File: src/hw/lds_pkg.sv
package lds_pkg;
   localparam int DATA_W = 16;
   localparam int WORD_W = 17;
   localparam int QUAD_W = 64;
   localparam int SAMPLES_PER_LOAD = 4;
   localparam int FIFO_DEPTH = 8;
   localparam int PTR_W = 3;
   localparam int ADDR_W = 5;
   localparam int REG_W = 8;
   localparam int CNT_W = 6;

   // register offsets
   localparam logic [4:0] STATUS_ADDR = 5'h00;
   localparam logic [4:0] SYNC_A_ADDR = 5'h01;
   localparam logic [4:0] SW_SYNC_ADDR = 5'h03;
   localparam logic [4:0] SYNC_B_ADDR = 5'h05;
   localparam logic [4:0] SYNC_C_ADDR = 5'h06;
   localparam logic [4:0] RESTART_ADDR = 5'h08;
   localparam logic [4:0] SETTINGS_ADDR = 5'h0A;

   // field positions
   localparam int SET_BIAS_LSB = 0;
   localparam int SET_INV_BIT = 3;
   localparam int SET_DELAY_LSB = 4;
   localparam int RESTART_BIT = 0;
   localparam int SW_SEL_BIT = 0;
   localparam int SW_SYNC_BIT = 1;
   localparam int STAT_LOCK_BIT = 0;
   localparam int STAT_FIFO_ERR_BIT = 1;
   localparam int SYNC_A_FIFO_BIT = 0;
   localparam int SYNC_B_DIV_BIT = 0;
   localparam int SYNC_C_ERR_BIT = 0;

   // values after reset
   localparam logic [7:0] SETTINGS_RST = 8'h80;
   localparam logic [7:0] RESTART_RST = 8'h01;
   localparam logic [7:0] SW_SYNC_RST = 8'h00;
   localparam logic [7:0] SYNC_A_RST = 8'h01;
   localparam logic [7:0] SYNC_B_RST = 8'h01;
   localparam logic [7:0] SYNC_C_RST = 8'h01;

   // loop bias codes
   localparam logic [2:0] BIAS_MAX = 3'h3;
   localparam logic [2:0] BIAS_MID = 3'h0;
   localparam logic [2:0] BIAS_MIN = 3'h5;
   localparam logic [2:0] BIAS_FORBIDDEN = 3'h4;
   localparam logic [5:0] RANGE_SHORT = 6'h03;
   localparam logic [5:0] RANGE_MID = 6'h07;
   localparam logic [5:0] RANGE_LONG = 6'h0F;
   localparam logic [3:0] DELAY_CENTRE = 4'h8;

   localparam logic [3:0] LOCK_STABLE_COUNT = 4'h8;
   localparam logic [3:0] FIFO_START_LEVEL = 4'h4;

   // timing
   localparam int CLK_PERIOD_NS = 20;
   localparam int LINK_PERIOD_NS = 160;
   localparam int SAMPLE_DIV_INT = LINK_PERIOD_NS / 2 / CLK_PERIOD_NS;
   localparam logic [CNT_W-1:0] SAMPLE_DIV = CNT_W'(SAMPLE_DIV_INT);

   typedef enum logic [1:0] {
      DLL_RESET = 2'h0,
      DLL_MEASURE = 2'h1,
      DLL_LOCKED = 2'h3,
      DLL_FAULT = 2'h2
   } lds_dll_state_type;

   function automatic logic [5:0] range_limit(input logic [2:0] bias);
      if (bias == BIAS_MAX) begin
         range_limit = RANGE_SHORT;
      end else if (bias == BIAS_MIN) begin
         range_limit = RANGE_LONG;
      end else begin
         range_limit = RANGE_MID;
      end
   endfunction

   // sampling tap: half of the interval shifted by the delay code, plus one
   // whole interval more when the loop clock is inverted
   function automatic logic [5:0] sample_tap(input logic [5:0] half, input logic [3:0] code,
                                             input logic inv);
      logic [6:0] t;
      t = {2'h0, half[5:1]} + {3'h0, code};
      t = (t > {3'h0, DELAY_CENTRE}) ? t - {3'h0, DELAY_CENTRE} : 7'h00;
      if (inv) begin
         t = t + {1'b0, half};
      end
      sample_tap = (t > 7'h3F) ? 6'h3F : t[5:0];
   endfunction
endpackage

File: src/hw/lds_link_if.sv
`timescale 1ns/100ps
interface lds_link_if;
   logic capture_clock;
   logic [15:0] data;
   logic sync_line_positive;

   modport device (input capture_clock, input data, input sync_line_positive);
   modport source (output capture_clock, output data, output sync_line_positive);
endinterface

File: src/hw/lds_dev.sv
`timescale 1ns/100ps
module lds_dev (
   input wire logic clk_sys_in,
   input wire logic sys_rst_in,
   lds_link_if.device link,
   input wire logic [4:0] reg_addr_in,
   input wire logic [7:0] reg_wdata_in,
   input wire logic reg_wr_in,
   input wire logic reg_rd_in,
   output logic [7:0] reg_rdata_out,
   output logic [15:0] sample_out,
   output logic sample_valid_out,
   output logic transmit_gate_out,
   output logic sync_event_out
);
   logic [7:0] settings, restart, sw_ctrl, sync_a, sync_b, sync_c, rdata;
   logic [7:0] next_settings, next_restart, next_sw_ctrl, next_sync_a, next_sync_b;
   logic [7:0] next_sync_c, next_rdata;
   logic clk_m, clk_s, clk_d, sync_m, sync_s;
   logic [15:0] data_m, data_s;
   lds_pkg::lds_dll_state_type state, next_state;
   logic [5:0] cnt, next_cnt, half, next_half, wait_cnt, next_wait_cnt;
   logic [3:0] stable, next_stable;
   logic pending, next_pending, lock, next_lock;
   logic [16:0] mem [lds_pkg::FIFO_DEPTH];
   logic [3:0] wr_ptr, next_wr_ptr, rd_ptr, next_rd_ptr;
   logic running, next_running, fifo_err, next_fifo_err, prev_sync, next_prev_sync;
   logic [5:0] tick_cnt, next_tick_cnt;
   logic [15:0] next_sample;
   logic next_valid, next_gate, next_event;
   logic edge_seen, wr_en, rd_en, tick, eff_sync, rise;
   logic [3:0] level;
   logic [5:0] tap;

   // link pins pass two flops before any logic looks at them
   always_ff @(posedge clk_sys_in or posedge sys_rst_in) begin
      if (sys_rst_in) begin
         clk_m <= 1'b0;
         clk_s <= 1'b0;
         clk_d <= 1'b0;
         data_m <= 16'h0000;
         data_s <= 16'h0000;
         sync_m <= 1'b0;
         sync_s <= 1'b0;
      end else begin
         clk_m <= link.capture_clock;
         clk_s <= clk_m;
         clk_d <= clk_s;
         data_m <= link.data;
         data_s <= data_m;
         sync_m <= link.sync_line_positive;
         sync_s <= sync_m;
      end
   end

   // both edges of the capture clock mark a new sample
   assign edge_seen = clk_s ^ clk_d;
   assign tap = lds_pkg::sample_tap(half, settings[lds_pkg::SET_DELAY_LSB +: 4],
                                    settings[lds_pkg::SET_INV_BIT]);

   // software register port
   always_comb begin
      next_settings = settings;
      next_restart = restart;
      next_sw_ctrl = sw_ctrl;
      next_sync_a = sync_a;
      next_sync_b = sync_b;
      next_sync_c = sync_c;
      next_rdata = 8'h00;
      if (reg_wr_in) begin
         if (reg_addr_in == lds_pkg::SETTINGS_ADDR) begin
            next_settings = reg_wdata_in;
         end else if (reg_addr_in == lds_pkg::RESTART_ADDR) begin
            next_restart = reg_wdata_in;
         end else if (reg_addr_in == lds_pkg::SW_SYNC_ADDR) begin
            next_sw_ctrl = reg_wdata_in;
         end else if (reg_addr_in == lds_pkg::SYNC_A_ADDR) begin
            next_sync_a = reg_wdata_in;
         end else if (reg_addr_in == lds_pkg::SYNC_B_ADDR) begin
            next_sync_b = reg_wdata_in;
         end else if (reg_addr_in == lds_pkg::SYNC_C_ADDR) begin
            next_sync_c = reg_wdata_in;
         end
      end
      if (reg_rd_in) begin
         if (reg_addr_in == lds_pkg::STATUS_ADDR) begin
            next_rdata[lds_pkg::STAT_LOCK_BIT] = lock;
            next_rdata[lds_pkg::STAT_FIFO_ERR_BIT] = fifo_err;
         end else if (reg_addr_in == lds_pkg::SETTINGS_ADDR) begin
            next_rdata = settings;
         end else if (reg_addr_in == lds_pkg::RESTART_ADDR) begin
            next_rdata = restart;
         end else if (reg_addr_in == lds_pkg::SW_SYNC_ADDR) begin
            next_rdata = sw_ctrl;
         end else if (reg_addr_in == lds_pkg::SYNC_A_ADDR) begin
            next_rdata = sync_a;
         end else if (reg_addr_in == lds_pkg::SYNC_B_ADDR) begin
            next_rdata = sync_b;
         end else if (reg_addr_in == lds_pkg::SYNC_C_ADDR) begin
            next_rdata = sync_c;
         end
      end
   end

   always_ff @(posedge clk_sys_in or posedge sys_rst_in) begin
      if (sys_rst_in) begin
         settings <= lds_pkg::SETTINGS_RST;
         restart <= lds_pkg::RESTART_RST;
         sw_ctrl <= lds_pkg::SW_SYNC_RST;
         sync_a <= lds_pkg::SYNC_A_RST;
         sync_b <= lds_pkg::SYNC_B_RST;
         sync_c <= lds_pkg::SYNC_C_RST;
         rdata <= 8'h00;
      end else begin
         settings <= next_settings;
         restart <= next_restart;
         sw_ctrl <= next_sw_ctrl;
         sync_a <= next_sync_a;
         sync_b <= next_sync_b;
         sync_c <= next_sync_c;
         rdata <= next_rdata;
      end
   end

   // delay loop: measures the sample interval, locks once it stays steady and the sampling tap is within the bias range limit
   always_comb begin
      next_state = state;
      next_cnt = (cnt == 6'h3F) ? cnt : cnt + 6'h01;
      next_half = half;
      next_stable = stable;
      next_lock = 1'b0;
      next_pending = pending;
      next_wait_cnt = wait_cnt;
      wr_en = 1'b0;
      if (edge_seen) begin
         next_cnt = 6'h00;
      end
      case (state)
         lds_pkg::DLL_RESET: begin
            next_stable = 4'h0;
            next_pending = 1'b0;
            if (!restart[lds_pkg::RESTART_BIT]) begin
               next_state = (settings[2:0] == lds_pkg::BIAS_FORBIDDEN) ? lds_pkg::DLL_FAULT
                            : lds_pkg::DLL_MEASURE;
            end
         end
         lds_pkg::DLL_MEASURE: begin
            if (edge_seen) begin
               if (cnt + 6'h01 == half) begin
                  next_stable = stable + 4'h1;
               end else begin
                  next_half = cnt + 6'h01;
                  next_stable = 4'h0;
               end
               if (stable == lds_pkg::LOCK_STABLE_COUNT
                   && tap <= lds_pkg::range_limit(settings[2:0])) begin
                  next_state = lds_pkg::DLL_LOCKED;
               end
            end
         end
         lds_pkg::DLL_LOCKED: begin
            next_lock = 1'b1;
            if (edge_seen) begin
               if (cnt + 6'h01 != half) begin
                  next_state = lds_pkg::DLL_MEASURE;
                  next_lock = 1'b0;
                  next_stable = 4'h0;
                  next_half = cnt + 6'h01;
               end else begin
                  next_pending = 1'b1;
                  next_wait_cnt = tap;
               end
            end
         end
         lds_pkg::DLL_FAULT: begin
            next_stable = 4'h0;
         end
         default: begin
            next_state = lds_pkg::DLL_RESET;
         end
      endcase
      if (pending && !(edge_seen && state == lds_pkg::DLL_LOCKED)) begin
         if (wait_cnt == 6'h00) begin
            wr_en = 1'b1;
            next_pending = 1'b0;
         end else begin
            next_wait_cnt = wait_cnt - 6'h01;
         end
      end
      if (restart[lds_pkg::RESTART_BIT]) begin
         next_state = lds_pkg::DLL_RESET;
         next_lock = 1'b0;
      end
   end

   always_ff @(posedge clk_sys_in or posedge sys_rst_in) begin
      if (sys_rst_in) begin
         state <= lds_pkg::DLL_RESET;
         cnt <= 6'h00;
         half <= 6'h00;
         stable <= 4'h0;
         lock <= 1'b0;
         pending <= 1'b0;
         wait_cnt <= 6'h00;
      end else begin
         state <= next_state;
         cnt <= next_cnt;
         half <= next_half;
         stable <= next_stable;
         lock <= next_lock;
         pending <= next_pending;
         wait_cnt <= next_wait_cnt;
      end
   end

   // elastic queue drained at the measured sample rate
   assign level = wr_ptr - rd_ptr;
   assign tick = (tick_cnt == 6'h00) && (half != 6'h00);
   assign rd_en = tick && running && (level != 4'h0);
   assign eff_sync = sw_ctrl[lds_pkg::SW_SEL_BIT] ? sw_ctrl[lds_pkg::SW_SYNC_BIT]
                     : mem[rd_ptr[2:0]][16];
   assign rise = rd_en && eff_sync && !prev_sync;

   always_comb begin
      next_wr_ptr = wr_en ? wr_ptr + 4'h1 : wr_ptr;
      next_rd_ptr = rd_en ? rd_ptr + 4'h1 : rd_ptr;
      next_running = running;
      next_fifo_err = fifo_err;
      next_tick_cnt = (tick_cnt == 6'h00) ? half - 6'h01 : tick_cnt - 6'h01;
      next_prev_sync = rd_en ? eff_sync : prev_sync;
      next_sample = 16'h0000;
      next_valid = rd_en;
      next_gate = rd_en ? eff_sync : transmit_gate_out;
      next_event = rise;
      if (!running && level >= lds_pkg::FIFO_START_LEVEL) begin
         next_running = 1'b1;
      end
      if (rd_en && eff_sync) begin
         next_sample = mem[rd_ptr[2:0]][15:0];
      end
      if (rise && sync_c[lds_pkg::SYNC_C_ERR_BIT]) begin
         next_fifo_err = 1'b0;
      end
      if (rise && sync_a[lds_pkg::SYNC_A_FIFO_BIT]) begin
         next_rd_ptr = next_wr_ptr - lds_pkg::FIFO_START_LEVEL;
      end
      if (rise && sync_b[lds_pkg::SYNC_B_DIV_BIT]) begin
         next_tick_cnt = half - 6'h01;
      end
      if (tick && running && level == 4'h0) begin
         next_running = 1'b0;
         next_fifo_err = 1'b1;
      end
      if (wr_en && level == 4'(lds_pkg::FIFO_DEPTH)) begin
         next_fifo_err = 1'b1;
         next_rd_ptr = rd_ptr + 4'h1;
      end
      if (state != lds_pkg::DLL_LOCKED) begin
         next_running = 1'b0;
      end
   end

   always_ff @(posedge clk_sys_in) begin
      if (wr_en) begin
         mem[wr_ptr[2:0]] <= {sync_s, data_s};
      end
   end

   always_ff @(posedge clk_sys_in or posedge sys_rst_in) begin
      if (sys_rst_in) begin
         wr_ptr <= 4'h0;
         rd_ptr <= 4'h0;
         running <= 1'b0;
         fifo_err <= 1'b0;
         tick_cnt <= 6'h00;
         prev_sync <= 1'b0;
         sample_out <= 16'h0000;
         sample_valid_out <= 1'b0;
         transmit_gate_out <= 1'b0;
         sync_event_out <= 1'b0;
      end else begin
         wr_ptr <= next_wr_ptr;
         rd_ptr <= next_rd_ptr;
         running <= next_running;
         fifo_err <= next_fifo_err;
         tick_cnt <= next_tick_cnt;
         prev_sync <= next_prev_sync;
         sample_out <= next_sample;
         sample_valid_out <= next_valid;
         transmit_gate_out <= next_gate;
         sync_event_out <= next_event;
      end
   end

   assign reg_rdata_out = rdata;
endmodule

File: src/flat_wrapper.sv
// flat-port wrapper written by rule: the top's interface ports become plain ports
module lds_dev_flat 
  (clk_sys_in, sys_rst_in, reg_addr_in, reg_wdata_in, reg_wr_in, reg_rd_in, reg_rdata_out, sample_out, sample_valid_out, transmit_gate_out, sync_event_out, link_capture_clock, link_data, link_sync_line_positive);
  lds_link_if link_i ();
  input wire logic clk_sys_in;
  input wire logic sys_rst_in;
  input wire logic [4:0] reg_addr_in;
  input wire logic [7:0] reg_wdata_in;
  input wire logic reg_wr_in;
  input wire logic reg_rd_in;
  output logic [7:0] reg_rdata_out;
  output logic [15:0] sample_out;
  output logic sample_valid_out;
  output logic transmit_gate_out;
  output logic sync_event_out;
  input wire logic [$bits(link_i.capture_clock)-1:0] link_capture_clock;
  input wire logic [$bits(link_i.data)-1:0] link_data;
  input wire logic [$bits(link_i.sync_line_positive)-1:0] link_sync_line_positive;
  assign link_i.capture_clock = link_capture_clock;
  assign link_i.data = link_data;
  assign link_i.sync_line_positive = link_sync_line_positive;
  lds_dev u_core (.clk_sys_in(clk_sys_in), .sys_rst_in(sys_rst_in), .link(link_i), .reg_addr_in(reg_addr_in), .reg_wdata_in(reg_wdata_in), .reg_wr_in(reg_wr_in), .reg_rd_in(reg_rd_in), .reg_rdata_out(reg_rdata_out), .sample_out(sample_out), .sample_valid_out(sample_valid_out), .transmit_gate_out(transmit_gate_out), .sync_event_out(sync_event_out));
endmodule
File: config.mk
export PLATFORM = sky130hd
export DESIGN_NAME = lds_dev_flat
export DESIGN_NICKNAME = d
export VERILOG_FILES = /design/src/hw/lds_pkg.sv /design/src/hw/lds_link_if.sv /design/src/hw/lds_dev.sv /design/src/flat_wrapper.sv
export SDC_FILE = /design/constraint.sdc
export NUM_CORES = 1
export LEC_CHECK = 0
export BUFFER_PORTS_ARGS = -buffer_cell sky130_fd_sc_hd__buf_2
export CAP_MARGIN = 10
export CORE_MARGIN = 10
export CORE_UTILIZATION = 50
export CTS_BUF_LIST = sky130_fd_sc_hd__clkbuf_4
export CTS_CLUSTER_DIAMETER = 60
export DETAILED_ROUTE_END_ITERATION = 10
export GPL_ROUTABILITY_DRIVEN = 0
export HOLD_SLACK_MARGIN = 0.03
export PLACE_DENSITY = 0.72
export SYNTH_ARGS = -nofsm -noshare
export SYNTH_HDL_FRONTEND = slang
export SYNTH_SLANG_ARGS = --single-unit
File: constraint.sdc
create_clock -name clk_sys_in -period 7.5 [get_ports clk_sys_in]
set_clock_uncertainty 0.1 [all_clocks]
set_input_delay 0.75 -clock clk_sys_in [delete_from_list [all_inputs] [get_ports clk_sys_in]]
set_output_delay 0.75 -clock clk_sys_in [all_outputs]
set_load 0.05 [all_outputs]
Word level (Yosys, flattened, before mapping)
Memories as Yosys holds them, arrays and structs flattened.
Cells that the tools add are included.
{"block": "classes", "bitwise_logic": 6, "muxes": 67, "addsub": 12, "n_lt_le_gt_ge": 4, "eq_ne": 27, "reduce_logical": 39}
{"cell": "two-way mux 6 bit", "count": 18}
{"cell": "two-way mux 8 bit", "count": 7}
{"cell": "two-way mux 4 bit", "count": 9}
{"cell": "two-way mux 1 bit", "count": 19}
{"cell": "subtractor 6 x 1 -> 6 bit (second input constant)", "count": 3}
{"cell": "two-way mux 16 bit", "count": 1}
{"cell": "AND reduction 5 bit", "count": 3}
{"cell": "logical AND 1 bit", "count": 14}
{"cell": "two-way mux 2 bit", "count": 7}
{"cell": "two-way mux 7 bit", "count": 2}
{"cell": "adder 4 x 1 -> 4 bit (second input constant)", "count": 3}
{"cell": "logical NOT 6 bit", "count": 2}
{"cell": "inequality test 3 x 1 -> 1 bit (second input constant)", "count": 4}
{"cell": "one-hot mux 4 bit (3 select lines)", "count": 1}
{"cell": "one-hot mux 6 bit (2 select lines)", "count": 1}
{"cell": "equality test 5 x 3 -> 1 bit (second input constant)", "count": 2}
{"cell": "equality test 5 x 4 -> 1 bit (second input constant)", "count": 2}
{"cell": "nonzero test 3 bit", "count": 3}
{"cell": "equality test 4 bit (second input constant)", "count": 2}
{"cell": "inequality test 2 x 1 -> 1 bit (second input constant)", "count": 4}
{"cell": "nonzero test 4 bit", "count": 2}
{"cell": "adder 7 x 6 -> 7 bit", "count": 1}
{"cell": "greater-than comparator 7 x 4 -> 1 bit (second input constant)", "count": 1}
{"cell": "greater-than comparator 7 x 6 -> 1 bit (second input constant)", "count": 1}
{"cell": "33 further kinds", "count": 43}
{"block": "totals", "ff_bits": 154, "memories": 1, "ram_bits": 136, "in_bits": 35, "out_inout_bits": 27, "word_cells": 186}
{"name": "u_core.mem", "depth": 8, "word_bits": 17, "read_ports": 1, "rd_clocked_by_memory_dff": 0, "wr": 1, "line_no": "lds_dev.sv:25", "text": "logic [16:0] mem [lds_pkg::FIFO_DEPTH];"}

Logic depth before layout (Yosys ltp)
{"block": "logic_depth", "word_depth": 13, "depth_mapped": 22, "mapped_depth_nobuf": 22}

Least setup slack after synthesis
OpenSTA, ideal clock, no wires.
{"block": "synth_timing", "path_type": "register -> register", "startpoint": "register u_core.half[1]", "endpoint": "register u_core.state[0]", "setup_slack_ns": 2.316, "setup_ns": 0.099, "synth_period_minus_slack_ns": 5.184, "required_time_ns": 7.301, "arrival_time_ns": 4.984, "stages_incl_launch_ff": 23, "n_path_buf": 0, "path_cell_list": "dfrtp_1 -> ha_1 -> fa_1 -> a21o_1 -> a21oi_1 -> xnor2_1 -> nor2_1 -> ha_1 -> nor2b_1 -> ha_1 -> fa_1 -> a211oi_1 -> o21ai_0 -> o211ai_1 -> xnor2_2 -> o311ai_0 -> ha_1 -> nand2_1 -> nor3_1 -> o2111ai_1 -> o32ai_1 -> a21oi_1 -> a311oi_1"}
{"block": "synth_via", "elab_chain_cells": 11, "elab_cells_between_ends": 14, "classes_between": "add/sub (3); order compare (3); eq/ne (3); mux (3); reduce/logical (2)"}
{"element": "start, declared", "line_no": "lds_dev.sv:22", "text": "logic [5:0] cnt, next_cnt, half, next_half, wait_cnt, next_wait_cnt;"}
{"element": "start signal, assigned", "line_no": "lds_dev.sv:208", "text": "half <= next_half;"}
{"element": "adder 5 x 4 -> 6 bit", "line_no": "lds_pkg.sv:83", "text": "t = {2'h0, half[5:1]} + {3'h0, code};"}
{"element": "subtractor 7 x 4 -> 7 bit or greater-than comparator 7 x 4 -> 1 bit (tied branches)", "line_no": "lds_pkg.sv:84", "text": "t = (t > {3'h0, DELAY_CENTRE}) ? t - {3'h0, DELAY_CENTRE} : 7'h00;"}
{"element": "two-way mux 7 bit", "line_no": "lds_pkg.sv:84"}
{"element": "adder 7 x 6 -> 7 bit", "line_no": "lds_pkg.sv:86", "text": "t = t + {1'b0, half};"}
{"element": "two-way mux 7 bit", "line_no": "lds_pkg.sv:85", "text": "if (inv) begin"}
{"element": "greater-than comparator 7 x 6 -> 1 bit", "line_no": "lds_pkg.sv:88", "text": "sample_tap = (t > 7'h3F) ? 6'h3F : t[5:0];"}
{"element": "two-way mux 6 bit", "line_no": "lds_pkg.sv:88"}
{"element": "<= comparator 6 bit", "line_no": "lds_dev.sv:156", "text": "&& tap <= lds_pkg::range_limit(settings[2:0])) begin"}
{"element": "logical AND 1 bit", "line_no": "lds_dev.sv:156"}
{"element": "inequality test 3 x 1 -> 1 bit (no line)"}
{"element": "AND reduction 5 bit (no line) (*)"}
{"element": "end signal, assigned", "line_no": "lds_dev.sv:198", "text": "state <= lds_pkg::DLL_RESET;"}
{"element": "end signal, assigned", "line_no": "lds_dev.sv:206", "text": "state <= next_state;"}
{"element": "end, declared", "line_no": "lds_dev.sv:21", "text": "lds_pkg::lds_dll_state_type state, next_state;"}
Mark *: on every way between the ends. The rest lies on a longest branch, timed or not.
A chain may end at the register's enable or synchronous reset.

Worst setup path in the final report
Same ends and word-level chain as after synthesis.

==> key figures <==
Timing
  • Hold Vio Cnt, Final: 0
  • Slew @ Worst Pin: 1.23 ns
  • Part of the cycle the worst path needs: 78.5%
  • Final setup TNS: 0 ns
  • Setup ws final: 1.62 ns
  • Max-slew violations: 0
  • Clock period minus worst slack: 5.88 ns
  • Max frequency: 170 MHz
  • Rel. slew slack: 17.1%
  • Final Setup Violations: 0
  • RSZ-0062 raised after global routing: no

Detailed routing
  • Final WL: 24700 microns
  • DRC: 0
  • Post-DR wirelength/cell: 18.0 microns
  • Via count: 7477
  • DR pass1 iterations: 5
  • DR iter-0 viols: 467
  • Vias per cell: 5.43
  • Post-route ant nets: 0

Clock network
  • H-tree Lvls: 3
  • TritonCTS clock tree: yes
  • Root Buffer: clkbuf_4
  • Post-CTS Resized: 0
  • Clock latency on the worst-skew pair: 0.69 ns
  • Sink Count: 290
  • CTS max path bufs: 3
  • Post-CTS setup buffer count: 0
  • Clock slew at reported path FFs: 0.06 ns
  • Cts bufs inserted: 76
  • CTS hold repair buffers: 15

Pwr
  • Pleak: 5.75 nW
  • Cell Pwr Density: 307 nW/um^2
  • Net Switching: 0.00134 W
  • Sw Share: 30.9%
  • Flop pwr share: 44.2%
  • Clock network fraction of total power: 31.4%
  • IR drop worst, VDD: 0.154 mV
  • Logic pwr share: 24.4%
  • P_int: 0.00301 W

GRT
  • Pin count of the biggest net entering global routing: 96
  • Congestion Overflow GR: 0
  • First-pass GRT wire length: 40500 microns
  • Antenna violations before repair: 1
  • GRT Total Usage: 16.3%
  • Vias in the first global route: 7709

Setup path
  • R2R cell count: 22
  • CP endpoint kind: register
  • CP most frequent cell: ha_1
  • Crit path max fanout: 9
  • Reg2reg setup slack: 1.62 ns
  • Crit start category: register
  • Crit-path max cell delay: 0.51 ns
  • RR Startpoint: u_core.half[1]$_DFFE_PP0P_
  • Critical path arrival: 6.34 ns
  • Critical Path Source: u_core.half[1]$_DFFE_PP0P_
  • Worst-path cell chain: ha_1 > fa_1 > a21o_1 > a21oi_1 > xnor2_1 > nor2_1 > ha_1 > nor2b_1 > ha_1 > fa_1 > a211oi_1 > o21ai_0 > o211ai_1 > xnor2_2 > o311ai_0 > ha_1 > nand2_1 > nor3_1 > o2111ai_1 > o32ai_1 > a21oi_1 > a311oi_1
  • CP max-delay cell: fa_1
  • Crit path max-delay family: compound AO/OA/AOI/OAI gates
  • Worst Path Class, Setup: register to register
  • Bufs and invs on worst path: 0
  • RR Endpoint: u_core.state[0]$_DFFE_PP0P_
  • Worst path required time: 7.95 ns

Yosys
  • Ys flop type: dfrtp_1
  • Count leader, synth: dfrtp_1
  • Syn avg cell area: 14.5 sq um
  • Net Count, Synth: 914
  • Area share of the largest cell type after synthesis: 33.2%
  • Register area share after synthesis: 64.7%
  • Cells after Synth: 849
  • Number of synthesized flops with an enable pin: 136
  • Cell taking the most area after synthesis: edfxtp_1
  • Synth top cells by count: dfrtp_1, edfxtp_1, nand2_1
  • Ys async rst share: 53.1%
  • YS warnings: 0
  • Synthesis-stage register bit count: 290
  • Netlist cell types: 72
  • Synth Cell Area: 12300 sq um
  • Synth top area cells: edfxtp_1, dfrtp_1, mux4_2

Run
  • Max-cap violation count: 0

Placement
  • I/O Buffers: 61
  • Setup WS pre-CTS: 1.74 ns
  • HPWL after DPL: 15500 microns
  • Placed cell count: 1221

Finish
  • Syn-to-layout area delta: 15.3%
  • Final net count: 1056
  • Finished Layout Cells: 1376
  • Share of cells above drive strength 1: 29.2%

Floorplan
  • Ports: 62
  • Initial core utilization: 50.7%
  • Die X-Extent: 177 microns
  • Total die area: 31200 sq um
  • Core area: 24200 sq um
  • FP Rows: 57
  • Die height: 177 microns

Hold path
  • Hold Crit Start: link_data[8]
  • Hold Path Cell Cnt: 1
  • Hold Crit Class: primary input to register
  • WHS Endpoint: u_core.data_m[8]$_DFF_PP0_

Outcome
  • Status: finished clean
-- cells by family after synthesis --
group                      synth area share, %
DFF                                       64.7
muxes                                     12.0
xor gates and xnor gates                  2.54
AOI/OAI and AO/OA                         8.21
buffers and inverters                     1.56
adders and majority gates                 3.18
and+or+nand+nor                           7.85
-- registers in the layout, indices dropped and copies added, names as in the netlist, 6 cells and up --
signal / flops
u_core.cnt: 6
u_core.sync_b: 8
u_core.wait_cnt: 6
u_core.reg_rdata_out: 8
u_core.sync_a: 8
u_core.settings: 8
u_core.sync_c: 8
u_core.tick_cnt: 6
u_core.data_s: 16
u_core.half: 6
u_core.sw_ctrl: 8
u_core.restart: 8
u_core.mem: 136
u_core.sample_out: 16
u_core.data_m: 16
-- layout make-up --
cell class	count	area, sq um
Fill cell	1962	10100
Sequential cell	290	7950
Multi-Input combinational cell	510	4160
Clock buffer	115	863
Timing Repair Buffer	90	563
Tap cell	324	405
Clock inverter	23	128
Inverter	23	91.3
Antenna cell	1	2.50
-- layer usage --
metal	GRT usage, %	wire length, microns
met1	22.3	11400
met2	24.4	11600
met3	3.95	1380
met4	7.18	406
met5	0	0
-- cells in the final DEF, fill, tap and decap left out, types with 9 or more instances in the layout --
cell           synthesis  routed
mux2i_1               11      11
o21ai_0               24      24
nor2_1                55      54
nand2_1               69      69
dfrtp_1              149     148
edfxtp_1             136     136
mux4_2                34      34
mux2_2                53      53
buf_2                  2      61
a21oi_1               50      50
dlygate4sd3_1          0      16
a221oi_1               9       9
ha_1                  28      28
inv_1                 22      21
buf_4                  1      13
nand3_1               18      18
clkbuf_4               0     115
nor3_1                20      18
xnor2_1               20      20
xor2_1                11      11
clkinv_1               0      16
-- metrics by stage --
step	util (%)	hold slack [ns]	total power (W)	cell area [sq um]
final	58.4	0.0945	0.00435	14200
after global routing	58.4	0.0328	0.00465	14200
after CTS	58.3	0.0344	0.00440	14100
after detailed placement	53.6	0.236	0.00300	13000
after global placement	53.6	0.232	0.00297	13000
after floorplan	-	0.231	0.00277	12300
-- power by group through the flow --
stage          sequential, W  clock (W)  combinational [W]
5_1_grt              0.00194    0.00151            0.00119
4_1_cts              0.00192    0.00141            0.00106
3_3_place_gp         0.00195          0            0.00103
3_5_place_dp         0.00195          0            0.00105
6_report             0.00192    0.00137            0.00106
2_1_floorplan        0.00190          0           0.000879
-- worst max-delay path by stage --
stage / cells past startpoint / to / slack, ns
floorplan: 22 / u_core.state[0]$_DFFE_PP0P_ / 2.32
global placement: 22 / u_core.state[0]$_DFFE_PP0P_ / 1.91
detailed placement: 22 / u_core.state[0]$_DFFE_PP0P_ / 1.74
CTS: 22 / u_core.state[0]$_DFFE_PP0P_ / 1.62
global route: 22 / u_core.state[0]$_DFFE_PP0P_ / 1.21
finish: 22 / u_core.state[0]$_DFFE_PP0P_ / 1.62
-- worst register-to-register path: cells and delay by family, from the launching register on --
| kind | cells | cell delay [ns] |
|---|---|---|
| xor gates and xnor gates | 2 | 0.30 |
| and+or+nand+nor | 4 | 0.50 |
| AOI/OAI and AO/OA | 10 | 2.22 |
| adders and majority gates | 6 | 2.18 |
| DFF | 1 | 0.46 |
Note: power is estimated with default switching activity, not from simulation.
